### src/hdl/dpc_defines.vh
`ifndef DPC_DEFINES_VH
`define DPC_DEFINES_VH
// Command encodings on {cs_n, ras_n, cas_n, we_n}
`define DPC_CMD_NOP    4'h7
`define DPC_CMD_DES    4'hF
`define DPC_CMD_ACT    4'h3
`define DPC_CMD_RD     4'h5
`define DPC_CMD_WR     4'h4
`define DPC_CMD_PRE    4'h2
`define DPC_CMD_REF    4'h1
`define DPC_CMD_MRS    4'h0
// User command codes
`define DPC_UC_ACT     3'h0
`define DPC_UC_RD      3'h1
`define DPC_UC_WR      3'h2
`define DPC_UC_PRE     3'h3
`define DPC_UC_REF     3'h4
`define DPC_UC_MRS     3'h5
`define DPC_UC_DLLRST  3'h6
// Timing in memory clock cycles
`define DPC_TCKE       8'h03
`define DPC_TCPDED     8'h01
`define DPC_TXP        8'h03
`define DPC_TXPDLL     8'h0A
`define DPC_TMOD       8'h0C
`define DPC_ODTH4      8'h04
`define DPC_ODTH8      8'h06
`define DPC_WIDTH_T    8
// Half CK period in clk_sys cycles, minus one
`define DPC_CK_HALF    3'h7
// Power-down limit: 35036 memory clock cycles, just under nine refresh intervals
`define DPC_TREFI_CK   16'h0F3C
`define DPC_PD_LIMIT   20'h88DC
// Counter widths
`define DPC_PDW        20
`endif

### src/hdl/dpc_ctrl.v
`timescale 1ns/1ns
`include "dpc_defines.vh"
// Rules from the document
// RULE1: Enter power-down: CKE low with NOP
// RULE2: Keep CKE high during MRS, reads, writes
// RULE3: Device finishes ACT/PRE/REF after CKE low
// RULE4: Reset DLL after exit if unlocked entry
// RULE5: Device picks precharge or active power-down
// RULE6: Device disables receivers after tCPDED
// RULE7: Drive NOP during CKE fall and tCPDED
// RULE8: A12 and bank state pick DLL off/on
// RULE9: Slow exit: tXP commands, tXPDLL reads/ODT
// RULE10: Reset low ends power-down
// RULE11: Hold CKE low and high tCKE each
// RULE12: End power-down before nine refresh intervals
// RULE13: Exit with CKE high plus NOP, wait tXP
// RULE14: Device ignores ODT in self-refresh
// RULE15: Device termination enabled by MR bits
// RULE16: ODT pin level sets termination state
// RULE17: Synchronous ODT while DLL locked
// RULE18: DLL-off mode keeps ODT low
// RULE19: Termination follows ODT after latencies
// RULE20: Latency equals CWL plus AL minus two
// RULE21: Hold ODT for ODTH4 or ODTH8
// RULE22: ODTH4 is four, ODTH8 is six
// RULE23: ODT low before read, until postamble ends
// RULE24: Device re-enables termination after read drive
// RULE25: Device exposes termination flag per clock
module dpc_ctrl (
   input  wire       clk_sys,
   input  wire       rstn,
   input  wire       clk_en,
   output reg        mem_ck,
   input  wire       req_valid,
   input  wire [2:0] req_cmd,
   input  wire       req_bl8,
   input  wire       req_odt,
   input  wire       pd_req,
   input  wire       dll_off,
   input  wire       slow_exit,
   input  wire       dll_locked,
   input  wire [7:0] rd_odt_gap,
   output reg        req_ready,
   output reg        pd_active,
   output reg        mem_cke,
   output reg        mem_cs_n,
   output reg        mem_ras_n,
   output reg        mem_cas_n,
   output reg        mem_we_n,
   output reg        mem_odt,
   output reg        mem_reset_n
);
   // -------------------------------------------------------------------
   // States
   // -------------------------------------------------------------------
   localparam [1:0] ST_RUN  = 2'h0;
   localparam [1:0] ST_PDE  = 2'h1;
   localparam [1:0] ST_PD   = 2'h2;
   localparam [1:0] ST_EXIT = 2'h3;

   reg  [1:0]           state_q;
   reg  [2:0]           ck_div_q;
   reg  [7:0]           busy_q;
   reg  [7:0]           dllwait_q;
   reg  [7:0]           cke_q;
   reg  [7:0]           odth_q;
   reg  [7:0]           rdgap_q;
   reg  [`DPC_PDW-1:0]  pd_cnt_q;
   reg                  need_dllrst_q;
   wire                 ck_step;
   wire                 pd_due;

   // -------------------------------------------------------------------
   // Memory clock divider
   // -------------------------------------------------------------------
   // CK is made here; pins move with its falling edge, so the device's
   // rising edge finds them settled for a full half period
   always @(posedge clk_sys or negedge rstn) begin
      if (!rstn) begin
         ck_div_q <= 3'h0;
         mem_ck   <= 1'b0;
      end else if (clk_en) begin
         if (ck_div_q == `DPC_CK_HALF) begin
            ck_div_q <= 3'h0;
            mem_ck   <= ~mem_ck;
         end else begin
            ck_div_q <= ck_div_q + 3'h1;
         end
      end
   end
   // One sequencer step per CK period, at the edge that lowers CK
   assign ck_step = (ck_div_q == `DPC_CK_HALF) & mem_ck;

   // Forced exit ahead of the refresh-interval ceiling
   assign pd_due  = (pd_cnt_q >= `DPC_PD_LIMIT - {{(`DPC_PDW-16){1'b0}}, `DPC_TREFI_CK}); // see RULE12

   // Decide whether a command needs the DLL
   function needs_dll;
      input [2:0] c;
      begin
         needs_dll = (c == `DPC_UC_RD) || (c == `DPC_UC_WR);
      end
   endfunction

   function [3:0] map_cmd;
      input [2:0] c;
      begin
         case (c)
            `DPC_UC_ACT:    map_cmd = `DPC_CMD_ACT;
            `DPC_UC_RD:     map_cmd = `DPC_CMD_RD;
            `DPC_UC_WR:     map_cmd = `DPC_CMD_WR;
            `DPC_UC_PRE:    map_cmd = `DPC_CMD_PRE;
            `DPC_UC_REF:    map_cmd = `DPC_CMD_REF;
            `DPC_UC_MRS:    map_cmd = `DPC_CMD_MRS;
            `DPC_UC_DLLRST: map_cmd = `DPC_CMD_MRS;
            default:        map_cmd = `DPC_CMD_NOP;
         endcase
      end
   endfunction

   // -------------------------------------------------------------------
   // Main sequencer, one step per memory clock period
   // -------------------------------------------------------------------
   // Pins move once per CK period so the device samples each command once
   always @(posedge clk_sys or negedge rstn) begin
      if (!rstn) begin
         state_q       <= ST_RUN;
         busy_q        <= 8'h00;
         dllwait_q     <= 8'h00;
         cke_q         <= 8'h00;
         odth_q        <= 8'h00;
         rdgap_q       <= 8'h00;
         pd_cnt_q      <= {`DPC_PDW{1'b0}};
         need_dllrst_q <= 1'b0;
         req_ready     <= 1'b0;
         pd_active     <= 1'b0;
         mem_cke       <= 1'b0;
         {mem_cs_n, mem_ras_n, mem_cas_n, mem_we_n} <= `DPC_CMD_DES;
         mem_odt       <= 1'b0;
         mem_reset_n   <= 1'b0;
      end else if (clk_en) begin
         req_ready   <= 1'b0;
         mem_reset_n <= 1'b1;
         if (ck_step) begin
            {mem_cs_n, mem_ras_n, mem_cas_n, mem_we_n} <= `DPC_CMD_NOP; // see RULE7
            if (busy_q != 8'h00)    busy_q    <= busy_q - 8'h01;
            if (dllwait_q != 8'h00) dllwait_q <= dllwait_q - 8'h01;
            if (cke_q != 8'h00)     cke_q     <= cke_q - 8'h01;
            if (odth_q != 8'h00)    odth_q    <= odth_q - 8'h01;
            if (rdgap_q != 8'h00)   rdgap_q   <= rdgap_q - 8'h01;
            case (state_q)
               ST_RUN: begin
                  mem_cke <= 1'b1;
                  // ODT low in DLL-off mode; held during read window; ODTH kept
                  if (dll_off)
                     mem_odt <= 1'b0;                            // see RULE18
                  else if (rdgap_q != 8'h00)
                     mem_odt <= 1'b0;                            // see RULE23
                  else if (req_odt && !mem_odt && dllwait_q == 8'h00) begin
                     mem_odt <= 1'b1;
                     odth_q  <= `DPC_ODTH4;                      // see RULE21
                  end else if (!req_odt && odth_q <= 8'h01 && mem_odt)
                     mem_odt <= 1'b0;                            // see RULE22
                  // Power-down only when idle and CKE has been high tCKE
                  // CKE must already stand high, so no entry straight out of reset
                  if (pd_req && mem_cke && busy_q == 8'h00 && cke_q == 8'h00 && !need_dllrst_q) begin
                     mem_cke   <= 1'b0;                          // see RULE1
                     state_q   <= ST_PDE;
                     cke_q     <= `DPC_TCKE;                     // see RULE11
                     busy_q    <= `DPC_TCPDED;                   // see RULE7
                     pd_cnt_q  <= {`DPC_PDW{1'b0}};
                     pd_active <= 1'b1;
                     need_dllrst_q <= ~dll_locked;               // see RULE4
                  end else if (req_valid && mem_cke && busy_q == 8'h00 &&
                               !(needs_dll(req_cmd) && dllwait_q != 8'h00) &&
                               !(req_cmd == `DPC_UC_RD && mem_odt && odth_q > 8'h01) && // see RULE21
                               (!need_dllrst_q || req_cmd == `DPC_UC_DLLRST)) begin // see RULE9
                     {mem_cs_n, mem_ras_n, mem_cas_n, mem_we_n} <= map_cmd(req_cmd);
                     req_ready <= 1'b1;
                     // Long ops keep CKE high until done
                     busy_q    <= (req_cmd == `DPC_UC_MRS || req_cmd == `DPC_UC_DLLRST) ?
                                  `DPC_TMOD : 8'h01;             // see RULE2
                     if (req_cmd == `DPC_UC_DLLRST) begin
                        need_dllrst_q <= 1'b0;
                        dllwait_q     <= `DPC_TXPDLL;
                     end
                     if (req_cmd == `DPC_UC_RD) begin
                        mem_odt <= 1'b0;
                        rdgap_q <= rd_odt_gap;                   // see RULE23
                        busy_q  <= rd_odt_gap;
                     end
                     if (req_cmd == `DPC_UC_WR) begin
                        busy_q <= req_bl8 ? `DPC_ODTH8 : `DPC_ODTH4;
                        // ODT raised on this same step is registered with the write
                        if (mem_odt || (req_odt && rdgap_q == 8'h00 && !dll_off))
                           odth_q <= req_bl8 ? `DPC_ODTH8 : `DPC_ODTH4; // see RULE21
                     end
                  end
               end
               ST_PDE: begin
                  // NOP held through tCPDED before receivers shut off
                  mem_cke  <= 1'b0;
                  pd_cnt_q <= pd_cnt_q + {{(`DPC_PDW-1){1'b0}}, 1'b1};
                  if (busy_q == 8'h00)
                     state_q <= ST_PD;                           // see RULE7
               end
               ST_PD: begin
                  pd_cnt_q <= pd_cnt_q + {{(`DPC_PDW-1){1'b0}}, 1'b1};
                  if (cke_q == 8'h00 && (!pd_req || pd_due)) begin
                     mem_cke   <= 1'b1;                          // see RULE13
                     cke_q     <= `DPC_TCKE;                     // see RULE11
                     busy_q    <= `DPC_TXP;                      // see RULE13
                     dllwait_q <= slow_exit ? `DPC_TXPDLL : `DPC_TXP; // see RULE9
                     state_q   <= ST_EXIT;
                  end
               end
               ST_EXIT: begin
                  mem_cke <= 1'b1;
                  if (busy_q == 8'h00) begin
                     state_q   <= ST_RUN;
                     pd_active <= 1'b0;
                  end
               end
               default: state_q <= ST_RUN;
            endcase
            // DLL-off mode overrides every state, power-down included
            if (dll_off)
               mem_odt <= 1'b0;                                  // see RULE18
         end
      end
   end
endmodule // dpc_ctrl

### config.mk
export PLATFORM = sky130hd
export DESIGN_NAME = dpc_ctrl
export DESIGN_NICKNAME = d
export VERILOG_FILES = /design/src/hdl/dpc_ctrl.v
export VERILOG_INCLUDE_DIRS = /design/src /design/src/hdl
export SDC_FILE = /design/constraint.sdc
export NUM_CORES = 1
export LEC_CHECK = 0
export BUFFER_PORTS_ARGS = -buffer_cell sky130_fd_sc_hd__buf_2
export CORE_MARGIN = 5
export CORE_UTILIZATION = 54
export CTS_CLUSTER_SIZE = 16
export DETAILED_ROUTE_END_ITERATION = 8
export GPL_TIMING_DRIVEN = 0
export PLACE_DENSITY_LB_ADDON = 0.25
export REMOVE_ABC_BUFFERS = 1
export SLEW_MARGIN = 30
export SYNTH_ARGS = -nofsm -noshare
export SYNTH_HDL_FRONTEND = slang
export SYNTH_SLANG_ARGS = --single-unit
### constraint.sdc
create_clock -name clk_sys -period 3.5 [get_ports clk_sys]
set_input_delay 0.175 -clock clk_sys [delete_from_list [all_inputs] [get_ports clk_sys]]
set_output_delay 0.175 -clock clk_sys [all_outputs]
set_load 0.1 [all_outputs]
==> run summary, run 1 <==
Clock Root Buffer -> sky130_fd_sc_hd__clkbuf_8
Detail Placement HPWL -> 7971 um
Final Instance Area -> 5184 um2
Std-Cell Core Area -> 8678 um2
count of H-tree levels built during CTS -> 3
max-slew violations -> 0
fillcell total -> 787
sum of routed wire length over all layers -> 11340 um
number of enable flip-flop cells after synthesis -> 0
global-route wire length before repair -> 19610 um
DR vias -> 4324
average via count per standard cell -> 6.258
leakage dissipation -> 2.194 nW
DIE WIDTH -> 104.0 um
maximum clock frequency -> 298.1 MHz
total inserted antenna cells -> 0
RD Place Congestion -> 0.8661
number of antenna violations at the first check in global routing -> 0
proportion of layout cells with a drive suffix above 1 -> 0.1132
Setup TNS Final -> 0 ns
routed wire length per instance -> 16.41 um
most common flop cell mapped by yosys -> sky130_fd_sc_hd__dfrtp_1
final-report setup violation count -> 0
Crit Path Max Fanout -> 15
register area -> 1907 um2
worst setup path category -> reg -> reg
Cells after Synth -> 564
global-route usage over all layers -> 0.2159
Inserted Clock Buffers -> 9
syn_area_per_cell -> 8.466 um2
number of detailed-routing iterations run before antenna repair -> 5
post-synthesis sequential area ratio -> 0.3994
largest net degree at the start of global routing -> 57
effective utilization at floorplan -> 0.5502
Arr. time, crit path -> 3.63 ns
detailed-route DRC error count -> 0
TritonCTS clock tree -> built
number of nets at the end of the flow -> 616
share of the clock period used by the worst path -> 0.9585
DP Area -> 4985 um2
number of global-route vias before repair -> 4138
Hold WC Path Type -> in -> reg
number of max-cap violations -> 0
total area of multi-input combinational cells -> 2631 um2
global route overflow -> 0
Unique masters post-synth -> 66
outcome -> complete, no violations
maximum clock path buffer count -> 2
slew at the pin with the worst max-slew slack -> 0.8450 ns
worst-case headroom to the max-slew limit -> 0.4336
Critical Path Sink Type -> register
number of placement rows -> 34
endpoints failing hold -> 0
Critical Path RT -> 3.78 ns
Die Footprint -> 10820 um2
area delta synth->final -> 8.569%
Tmin final -> 3.355 ns
element type at the critical path start -> register
Synth Cell Area -> 4775 um2
total power divided by cell area -> 496.4 nW/um2
count of input and output buffers -> 30
number of I/O pins -> 31
clk sink count -> 76
Clock Skew -> 0.01744 ns
clock-pin slew of the registers on the worst-case setup and hold paths -> 0.08 ns
placed instance count -> 674
Die H -> 104.0 um
Clk Latency, worst-skew pair -> 0.36 ns
Yosys reg bits -> 76
setup repair after global routing missed its margin -> false
share of synthesized registers carrying an async set or reset -> 1.000
largest vdd supply drop -> 0.5076 mV
number of antenna-violating nets in the routed design -> 0
count of yosys warnings during synthesis -> 0
drt initial violations -> 367
non-filler cells, final -> 691
==> metrics by stage <==
step	utilization	power (mW)	hold slack [ns]	setup slack (ns)
final	0.5973	2.573	0.03294	0.1452
after global routing	0.5973	2.740	0.03585	0.0006044
after CTS	0.5973	2.595	0.01503	0.1654
after global placement	0.5696	1.897	0.3950	-0.5012
after detailed placement	0.5744	1.938	0.1820	0.1784
after floorplan	-	1.737	-0.1206	-0.07217
==> layout make-up <==
class,instances,area share
clock buffers,13,0.03259
clock inverters,3,0.003862
inverters,37,0.02679
multi-input cells,422,0.5076
flip-flops and latches,76,0.3678
well taps,108,0.02607
repair buffers,32,0.03524
==> state kept, by name, indices dropped and copies added (netlist names), 2 cells and up <==
name       cells
odth_q         8
dllwait_q      8
pd_cnt_q      20
cke_q          8
state_q        2
ck_div_q       3
rdgap_q        8
busy_q         8
==> cell usage after synthesis (all sizes together) (5+ instances only) <==
| library cell | n | area, um2 |
|---|---|---|
| nand2 | 49 | 183.9 |
| o21ai | 42 | 210.2 |
| o211ai | 9 | 67.56 |
| or3 | 11 | 68.82 |
| nand2b | 8 | 50.05 |
| nor4 | 18 | 112.6 |
| clkbuf | 19 | 71.32 |
| inv | 37 | 138.9 |
| a21oi | 28 | 140.1 |
| or4 | 7 | 52.55 |
| xnor2 | 12 | 105.1 |
| nand4 | 11 | 68.82 |
| and2 | 6 | 37.54 |
| nand3 | 32 | 160.2 |
| or2 | 5 | 31.28 |
| nor3 | 24 | 142.6 |
| a32oi | 5 | 43.79 |
| ha | 17 | 212.7 |
| a31oi | 8 | 65.06 |
| a21o | 5 | 37.54 |
| a22oi | 7 | 52.55 |
| dfrtp | 72 | 1802 |
| buf | 10 | 45.04 |
| nor2 | 51 | 191.4 |
==> timing repair <==
action,in CTS,in global routing
setup buffers,0,0
resized for setup,0,0
endpoints found under the hold margin,34,0
hold buffers,1,0
==> worst paths after layout <==
| path | start | end | slack, ns | cells after the start |
|---|---|---|---|---|
| max | cke_q[0] | rdgap_q[4] | 0.15 | 8 |
| min reg2reg | mem_reset_n | mem_reset_n | 0.48 | 1 |
| min in group asynchronous | rstn | odth_q[2] | 0.31 | 2 |
| max in group asynchronous | rstn | mem_cs_n | 2.52 | 3 |
| max reg2reg | cke_q[0] | rdgap_q[4] | 0.15 | 8 |
| min | dll_locked | need_dllrst_q | 0.03 | 2 |
==> cells in the final DEF (no fill, tap or decap), types with 9 or more instances in the layout <==
master,count
sky130_fd_sc_hd__nand4_1,11
sky130_fd_sc_hd__nor2_1,51
sky130_fd_sc_hd__a21oi_1,28
sky130_fd_sc_hd__nand2_1,49
sky130_fd_sc_hd__clkbuf_8,12
sky130_fd_sc_hd__buf_2,29
sky130_fd_sc_hd__xnor2_1,12
sky130_fd_sc_hd__nor4_1,18
sky130_fd_sc_hd__or3_1,11
sky130_fd_sc_hd__o211ai_1,9
sky130_fd_sc_hd__inv_1,37
sky130_fd_sc_hd__nand3_1,31
sky130_fd_sc_hd__ha_1,17
sky130_fd_sc_hd__o21ai_0,41
sky130_fd_sc_hd__dfrtp_1,72
sky130_fd_sc_hd__nor3_1,21
==> report_power, final <==
group	leakage, nW	total [mW]	switching (mW)	internal (mW)
Sequential	0.918	1.11	0.106	1.01
Clock	0.0917	0.649	0.334	0.315
Combinational	1.18	0.810	0.556	0.254
Total	2.19	2.57	0.996	1.58
==> logic make-up (layout without fill, tap and decap cells) <==
group | count (synthesis) | count (layout) | synth area share
buf+inv | 66 | 85 | 0.05346
mux | 7 | 7 | 0.01546
compound gates | 138 | 138 | 0.1897
simple gates | 246 | 246 | 0.2718
flops | 76 | 76 | 0.3994
fa+ha+maj | 17 | 17 | 0.04455
xor+xnor | 14 | 14 | 0.02568
==> routing by layer <==
metal / GRT usage / vias to the layer above / part of all wire
li1: - / 2091 / -
met1: 0.3025 / 2102 / 0.46
met2: 0.3311 / 109 / 0.47
met3: 0.03414 / 22 / 0.047
met4: 0.09343 / 0 / 0.020
met5: 0 / - / 0
==> critical path, stage by stage (launching register included) <==
cell	delay (ns)
sky130_fd_sc_hd__dfrtp_1	0.43
sky130_fd_sc_hd__inv_1	0.11
sky130_fd_sc_hd__ha_1	0.18
sky130_fd_sc_hd__or3b_2	0.52
sky130_fd_sc_hd__nor3_4	0.39
sky130_fd_sc_hd__nand2_1	0.42
sky130_fd_sc_hd__and4_1	0.43
sky130_fd_sc_hd__or4_1	0.60
sky130_fd_sc_hd__o211ai_1	0.19
Power figures use the tool's default switching activity.
==> run 2, diff against run 1 <==
--- a/config.mk
+++ b/config.mk
@@ -13,8 +13,9 @@
 export DETAILED_ROUTE_END_ITERATION = 8
 export GPL_TIMING_DRIVEN = 0
 export PLACE_DENSITY_LB_ADDON = 0.25
+export RECOVER_POWER = 100
 export REMOVE_ABC_BUFFERS = 1
-export SLEW_MARGIN = 30
+export SLEW_MARGIN = 5
 export SYNTH_ARGS = -nofsm -noshare
 export SYNTH_HDL_FRONTEND = slang
 export SYNTH_SLANG_ARGS = --single-unit
==> run 2 against run 1 <==
Against the previous run:
- the run now ends with max-capacitance violations, max-slew violations left
- non-clock buffer count is 1 higher
- largest power group unchanged
- global-route usage is 0.18 points higher
- design area is 1.1% higher
- sequential power hardly changed
- critical path depth stayed put
- clock skew is 0.011 ns lower
- sequential share of layout area is 0.39 points lower
- routed wire length is 0.69% higher
==> run summary, run 2 (synthesized netlist as in run 1, its figures left out) <==
Die H -> 104.0 um
fillcell total -> 756
commonest cells after routing, fill and taps aside -> 72 x sky130_fd_sc_hd__dfrtp_1, 51 x sky130_fd_sc_hd__nor2_1, 48 x sky130_fd_sc_hd__nand2_1, 42 x sky130_fd_sc_hd__o21ai_0, 37 x sky130_fd_sc_hd__inv_1
failing checks -> max-capacitance violations, max-slew violations
proportion of layout cells with a drive suffix above 1 -> 0.09418
Die Footprint -> 10820 um2
drt initial violations -> 308
end point of the critical path -> rdgap_q[4]
worst-case headroom to the max-slew limit -> -0.4774
reg-to-reg startpoint -> cke_q[0]
number of nets at the end of the flow -> 617
terminus of the critical flop-to-flop path -> rdgap_q[4]
number of max-cap violations -> 1
Util after Layout -> 0.6037
pre-CTS setup slack -> -0.2520 ns
Clock Root Buffer -> sky130_fd_sc_hd__clkbuf_8
DIE WIDTH -> 104.0 um
DR vias -> 4341
sum of routed wire length over all layers -> 11420 um
register with the most flip-flops -> pd_cnt_q
leading cell type in the layout, fill and taps excluded -> sky130_fd_sc_hd__dfrtp_1
global-route usage over all layers -> 0.2177
Arr. time, crit path -> 3.47 ns
Tmin final -> 3.193 ns
slew at the pin with the worst max-slew slack -> 2.216 ns
element type at the critical path start -> register
Crit Path Max Fanout -> 15
area delta synth->final -> 9.722%
total inserted antenna cells -> 0
outcome -> finished with violations
internal reg-to-reg setup slack -> 0.31 ns
count of input and output buffers -> 30
Critical Path RT -> 3.78 ns
total power divided by cell area -> 528.6 nW/um2
count of H-tree levels built during CTS -> 3
register area -> 1907 um2
Clk Latency, worst-skew pair -> 0.36 ns
RD Place Congestion -> 0.8661
Detail Placement HPWL -> 7980 um
Std-Cell Core Area -> 8678 um2
final-report setup violation count -> 0
setup repair after global routing missed its margin -> false
leakage dissipation -> 2.203 nW
global route overflow -> 0
max FFs per register -> 20
clock-pin slew of the registers on the worst-case setup and hold paths -> 0.08 ns
number of detailed-routing iterations run before antenna repair -> 5
Hold WC Path Type -> in -> reg
Clock Skew -> 0.006797 ns
number of antenna violations at the first check in global routing -> 0
number of global-route vias before repair -> 4062
largest net degree at the start of global routing -> 40
routed wire length per instance -> 16.50 um
effective utilization at floorplan -> 0.5502
Critical Path Sink Type -> register
critical path launch point -> cke_q[0]
TritonCTS clock tree -> built
maximum clock frequency -> 313.2 MHz
detailed-route DRC error count -> 0
average via count per standard cell -> 6.273
largest vdd supply drop -> 0.4470 mV
R2R depth -> 8
global-route wire length before repair -> 19830 um
worst setup path category -> reg -> reg
number of placement rows -> 34
setup slack after layout -> 0.3072 ns
share of the clock period used by the worst path -> 0.9122
maximum clock path buffer count -> 2
max-slew violations -> 38
clk sink count -> 76
launch point of the worst hold path -> dll_locked
number of I/O pins -> 31
endpoints failing hold -> 0
total area of multi-input combinational cells -> 2621 um2
number of antenna-violating nets in the routed design -> 0
Inserted Clock Buffers -> 9
-- run 2: cell count changes in the layout (fill, tap and decap cells not counted), sizes merged --
| cell | change |
|---|---|
| buf | -10 |
| clkbuf | +10 |
| bufinv | +3 |
| clkinvlp | -2 |
-- run 2: layer usage --
metal | global-route usage | vias up | wire, um
met3 | 0.04097 | 16 | 563
met1 | 0.3112 | 2100 | 5317
li1 | - | 2094 | -
met4 | 0.05735 | 0 | 125
met5 | 0 | - | 0
met2 | 0.3402 | 131 | 5410
-- run 2: through the flow --
stage / setup TNS [ns] / area, um2 / total power, mW / hold slack [ns] / std cells
6_report: 0 / 5239 / 2.769 / 0.03478 / 692
3_3_place_gp: -2.695 / 4943 / 1.897 / 0.3950 / 673
4_1_cts: 0 / 5256 / 2.793 / 0.02655 / 692
3_5_place_dp: -2.885 / 4991 / 1.936 / 0.1806 / 675
2_1_floorplan: -0.3234 / 4658 / 1.737 / -0.1206 / 535
5_1_grt: 0 / 5239 / 2.925 / 0.05082 / 692
-- run 2: power by group --
part           switching, mW  internal [mW]
clock network          0.337          0.512
registers              0.106           1.01
logic                  0.557          0.248
-- run 2: worst max-delay path, cell delays in order, from the launching register on --
cell and delay [ns]:
sky130_fd_sc_hd__dfrtp_1 0.43, sky130_fd_sc_hd__inv_1 0.12, sky130_fd_sc_hd__ha_1 0.18, sky130_fd_sc_hd__or3b_2 0.52
sky130_fd_sc_hd__nor3_4 0.41, sky130_fd_sc_hd__nand2_2 0.30, sky130_fd_sc_hd__and4_1 0.37, sky130_fd_sc_hd__or4_1 0.59
sky130_fd_sc_hd__o211ai_1 0.19
-- run 2: area by class of cell --
| type | instances | share of cell area |
|---|---|---|
| Multi-Input combinational cell | 422 | 0.5004 |
| Inverter | 37 | 0.02651 |
| Sequential cell | 76 | 0.3640 |
| Timing Repair Buffer | 33 | 0.03559 |
| Clock buffer | 12 | 0.02962 |
| Clock inverter | 4 | 0.01815 |
| Tap cell | 108 | 0.02579 |
-- run 2: worst min-delay path by stage --
stage	endpoint	slack (ns)	cells after the start
after floorplan	busy_q[0]	-0.12	0
after global placement	need_dllrst_q	0.40	2
after detailed placement	odth_q[2]	0.18	1
after CTS	need_dllrst_q	0.03	2
after global routing	need_dllrst_q	0.05	2
final	need_dllrst_q	0.03	2
-- run 2: repair_timing --
item	in CTS	in global routing
buffers inserted	0	0
setup endpoints to repair	13	7
cloned	0	0
resized for setup	1	2
endpoints found under the hold margin	34	0
hold buffers	1	0
==> run 3, diff against run 2 <==
--- a/config.mk
+++ b/config.mk
@@ -7,8 +7,11 @@
 export NUM_CORES = 1
 export LEC_CHECK = 0
 export BUFFER_PORTS_ARGS = -buffer_cell sky130_fd_sc_hd__buf_2
+export CAP_MARGIN = 10
+export CELL_PAD_IN_SITES_DETAIL_PLACEMENT = 1
+export CELL_PAD_IN_SITES_GLOBAL_PLACEMENT = 1
 export CORE_MARGIN = 5
-export CORE_UTILIZATION = 54
+export CORE_UTILIZATION = 47
 export CTS_CLUSTER_SIZE = 16
 export DETAILED_ROUTE_END_ITERATION = 8
 export GPL_TIMING_DRIVEN = 0
==> run 3 against run 2 <==
Against the previous run:
- the run still ends with max-capacitance violations, max-slew violations left
- count of clock-buffer cells in the layout down 1
- worst setup slack worse by 0.046 ns
- first-iteration DRC count down 25%
- design area down 0.24%
- sequential share of layout area up 0.087 points
- total power down 2.3%
- via count down 0.37%
- critical path depth unchanged
- cell count up 3.6%
- die area up 13%
- clock power down 9.3%
- utilization down 7.1 points
- largest power group unchanged
==> run summary, run 3 (synthesized netlist as in run 1, its figures left out) <==
outcome -> finished with violations
failing checks -> max-capacitance violations, max-slew violations
maximum single-stage delay on the critical path -> 0.71 ns
routed wire length per instance -> 18.26 um
Setup TNS Final -> 0 ns
share of the clock period used by the worst path -> 0.9254
Critical Path RT -> 3.79 ns
number of placement rows -> 36
Clock Root Buffer -> sky130_fd_sc_hd__clkbuf_8
final-report setup violation count -> 0
clock-pin slew of the registers on the worst-case setup and hold paths -> 0.08 ns
Clock Skew -> 0.01071 ns
DP Area -> 5035 um2
Std-Cell Core Area -> 9819 um2
leakage dissipation -> 2.184 nW
sum of routed wire length over all layers -> 13100 um
sum of buffers and inverters on the critical path -> 1
Crit-path slowest cell -> sky130_fd_sc_hd__or4_1
cell breakdown of the critical path -> inv_1 -> ha_1 -> or3b_2 -> nor3_4 -> a31oi_4 -> or4_1 -> or3_1 -> a21oi_1
global-route wire length before repair -> 22000 um
Arr. time, crit path -> 3.52 ns
number of I/O pins -> 31
number of global-route vias before repair -> 4443
setup repair after global routing missed its margin -> false
fillcell total -> 1197
drt initial violations -> 231
number of max-cap violations -> 1
effective utilization at floorplan -> 0.4862
Crit Path Max Fanout -> 10
total inserted antenna cells -> 0
number of antenna violations at the first check in global routing -> 0
count of H-tree levels built during CTS -> 3
detailed-route DRC error count -> 0
Die Footprint -> 12270 um2
global route overflow -> 0
endpoints failing hold -> 0
placed instance count -> 700
average via count per standard cell -> 6.032
number of antenna-violating nets in the routed design -> 0
element type at the critical path start -> register
max-slew violations -> 36
global-route usage over all layers -> 0.2160
Final Instance Area -> 5226 um2
max FFs per register -> 20
clk sink count -> 76
maximum clock frequency -> 308.7 MHz
DIE WIDTH -> 110.8 um
area delta synth->final -> 9.460%
total power divided by cell area -> 517.8 nW/um2
Critical Path Sink Type -> register
largest delay contributor family on the critical path -> simple AND/OR/NAND/NOR gates
largest vdd supply drop -> 0.4303 mV
commonest cells after routing, fill and taps aside -> 72 x sky130_fd_sc_hd__dfrtp_1, 51 x sky130_fd_sc_hd__nor2_1, 48 x sky130_fd_sc_hd__nand2_1, 42 x sky130_fd_sc_hd__o21ai_0, 37 x sky130_fd_sc_hd__inv_1
RD Place Congestion -> 0.8296
largest net degree at the start of global routing -> 43
non-filler cells, final -> 717
number of detailed-routing iterations run before antenna repair -> 4
slew at the pin with the worst max-slew slack -> 2.034 ns
register area -> 1907 um2
total area of multi-input combinational cells -> 2626 um2
register with the most flip-flops -> pd_cnt_q
TritonCTS clock tree -> built
Die H -> 110.8 um
worst-case headroom to the max-slew limit -> -0.3559
Inserted Clock Buffers -> 9
buffer count from post-CTS setup fixing -> 0
number of nets at the end of the flow -> 617
Clk Latency, worst-skew pair -> 0.37 ns
leading cell type in the layout, fill and taps excluded -> sky130_fd_sc_hd__dfrtp_1
count of input and output buffers -> 30
DR vias -> 4325
worst setup path category -> reg -> reg
Hold WC Path Type -> in -> reg
Detail Placement HPWL -> 9398 um
proportion of layout cells with a drive suffix above 1 -> 0.09589
maximum clock path buffer count -> 2
Tmin final -> 3.239 ns
[run 3: layer usage]
metal,vias to the layer above,part of all wire,global-route usage
met2,68,0.46,0.3398
met5,-,0,0
li1,2087,-,-
met3,20,0.030,0.03603
met4,0,0.020,0.08785
met1,2150,0.48,0.2959
[run 3: power breakdown]
group | switching (mW) | internal [mW]
clock | 0.352 | 0.418
combinational | 0.570 | 0.246
sequential | 0.112 | 1.01
total | 1.03 | 1.67
[run 3: path summary, 6_finish.rpt]
path	from	to	slack [ns]	cells after the start
worst max register to register	cke_q[0]	pd_cnt_q[14]	0.26	8
min in group asynchronous	rstn	rdgap_q[3]	0.93	2
worst max-delay path	cke_q[0]	pd_cnt_q[14]	0.26	8
worst min-delay path	slow_exit	dllwait_q[0]	0.02	2
worst min register to register	mem_cs_n	mem_cs_n	0.49	1
max in group asynchronous	rstn	state_q[1]	0.57	3
[run 3: stage by stage]
stage,util,hold WS [ns],setup slack (ns),power [mW]
floorplan,-,-0.1206,-0.07217,1.737
global placement,0.5066,0.3988,-0.6884,1.910
detailed placement,0.5127,0.1829,0.1119,1.960
CTS,0.5358,0.002244,0.1282,2.735
global route,0.5322,0.02507,0.02268,2.861
finish,0.5322,0.02342,0.2609,2.706
[run 3: timing repair]
| item | in CTS | in global routing |
|---|---|---|
| hold endpoints to repair | 31 | 0 |
| resized for setup | 0 | 2 |
| hold buffers | 1 | 0 |
| endpoints found under the setup margin | 0 | 14 |
[run 3: cell type report]
class,instances,area share
Clock buffer,11,0.02705
Clock inverter,5,0.01436
Inverter,37,0.02657
Multi-Input combinational cell,422,0.5025
Sequential cell,76,0.3649
Tap cell,133,0.03184
Timing Repair Buffer,33,0.03280
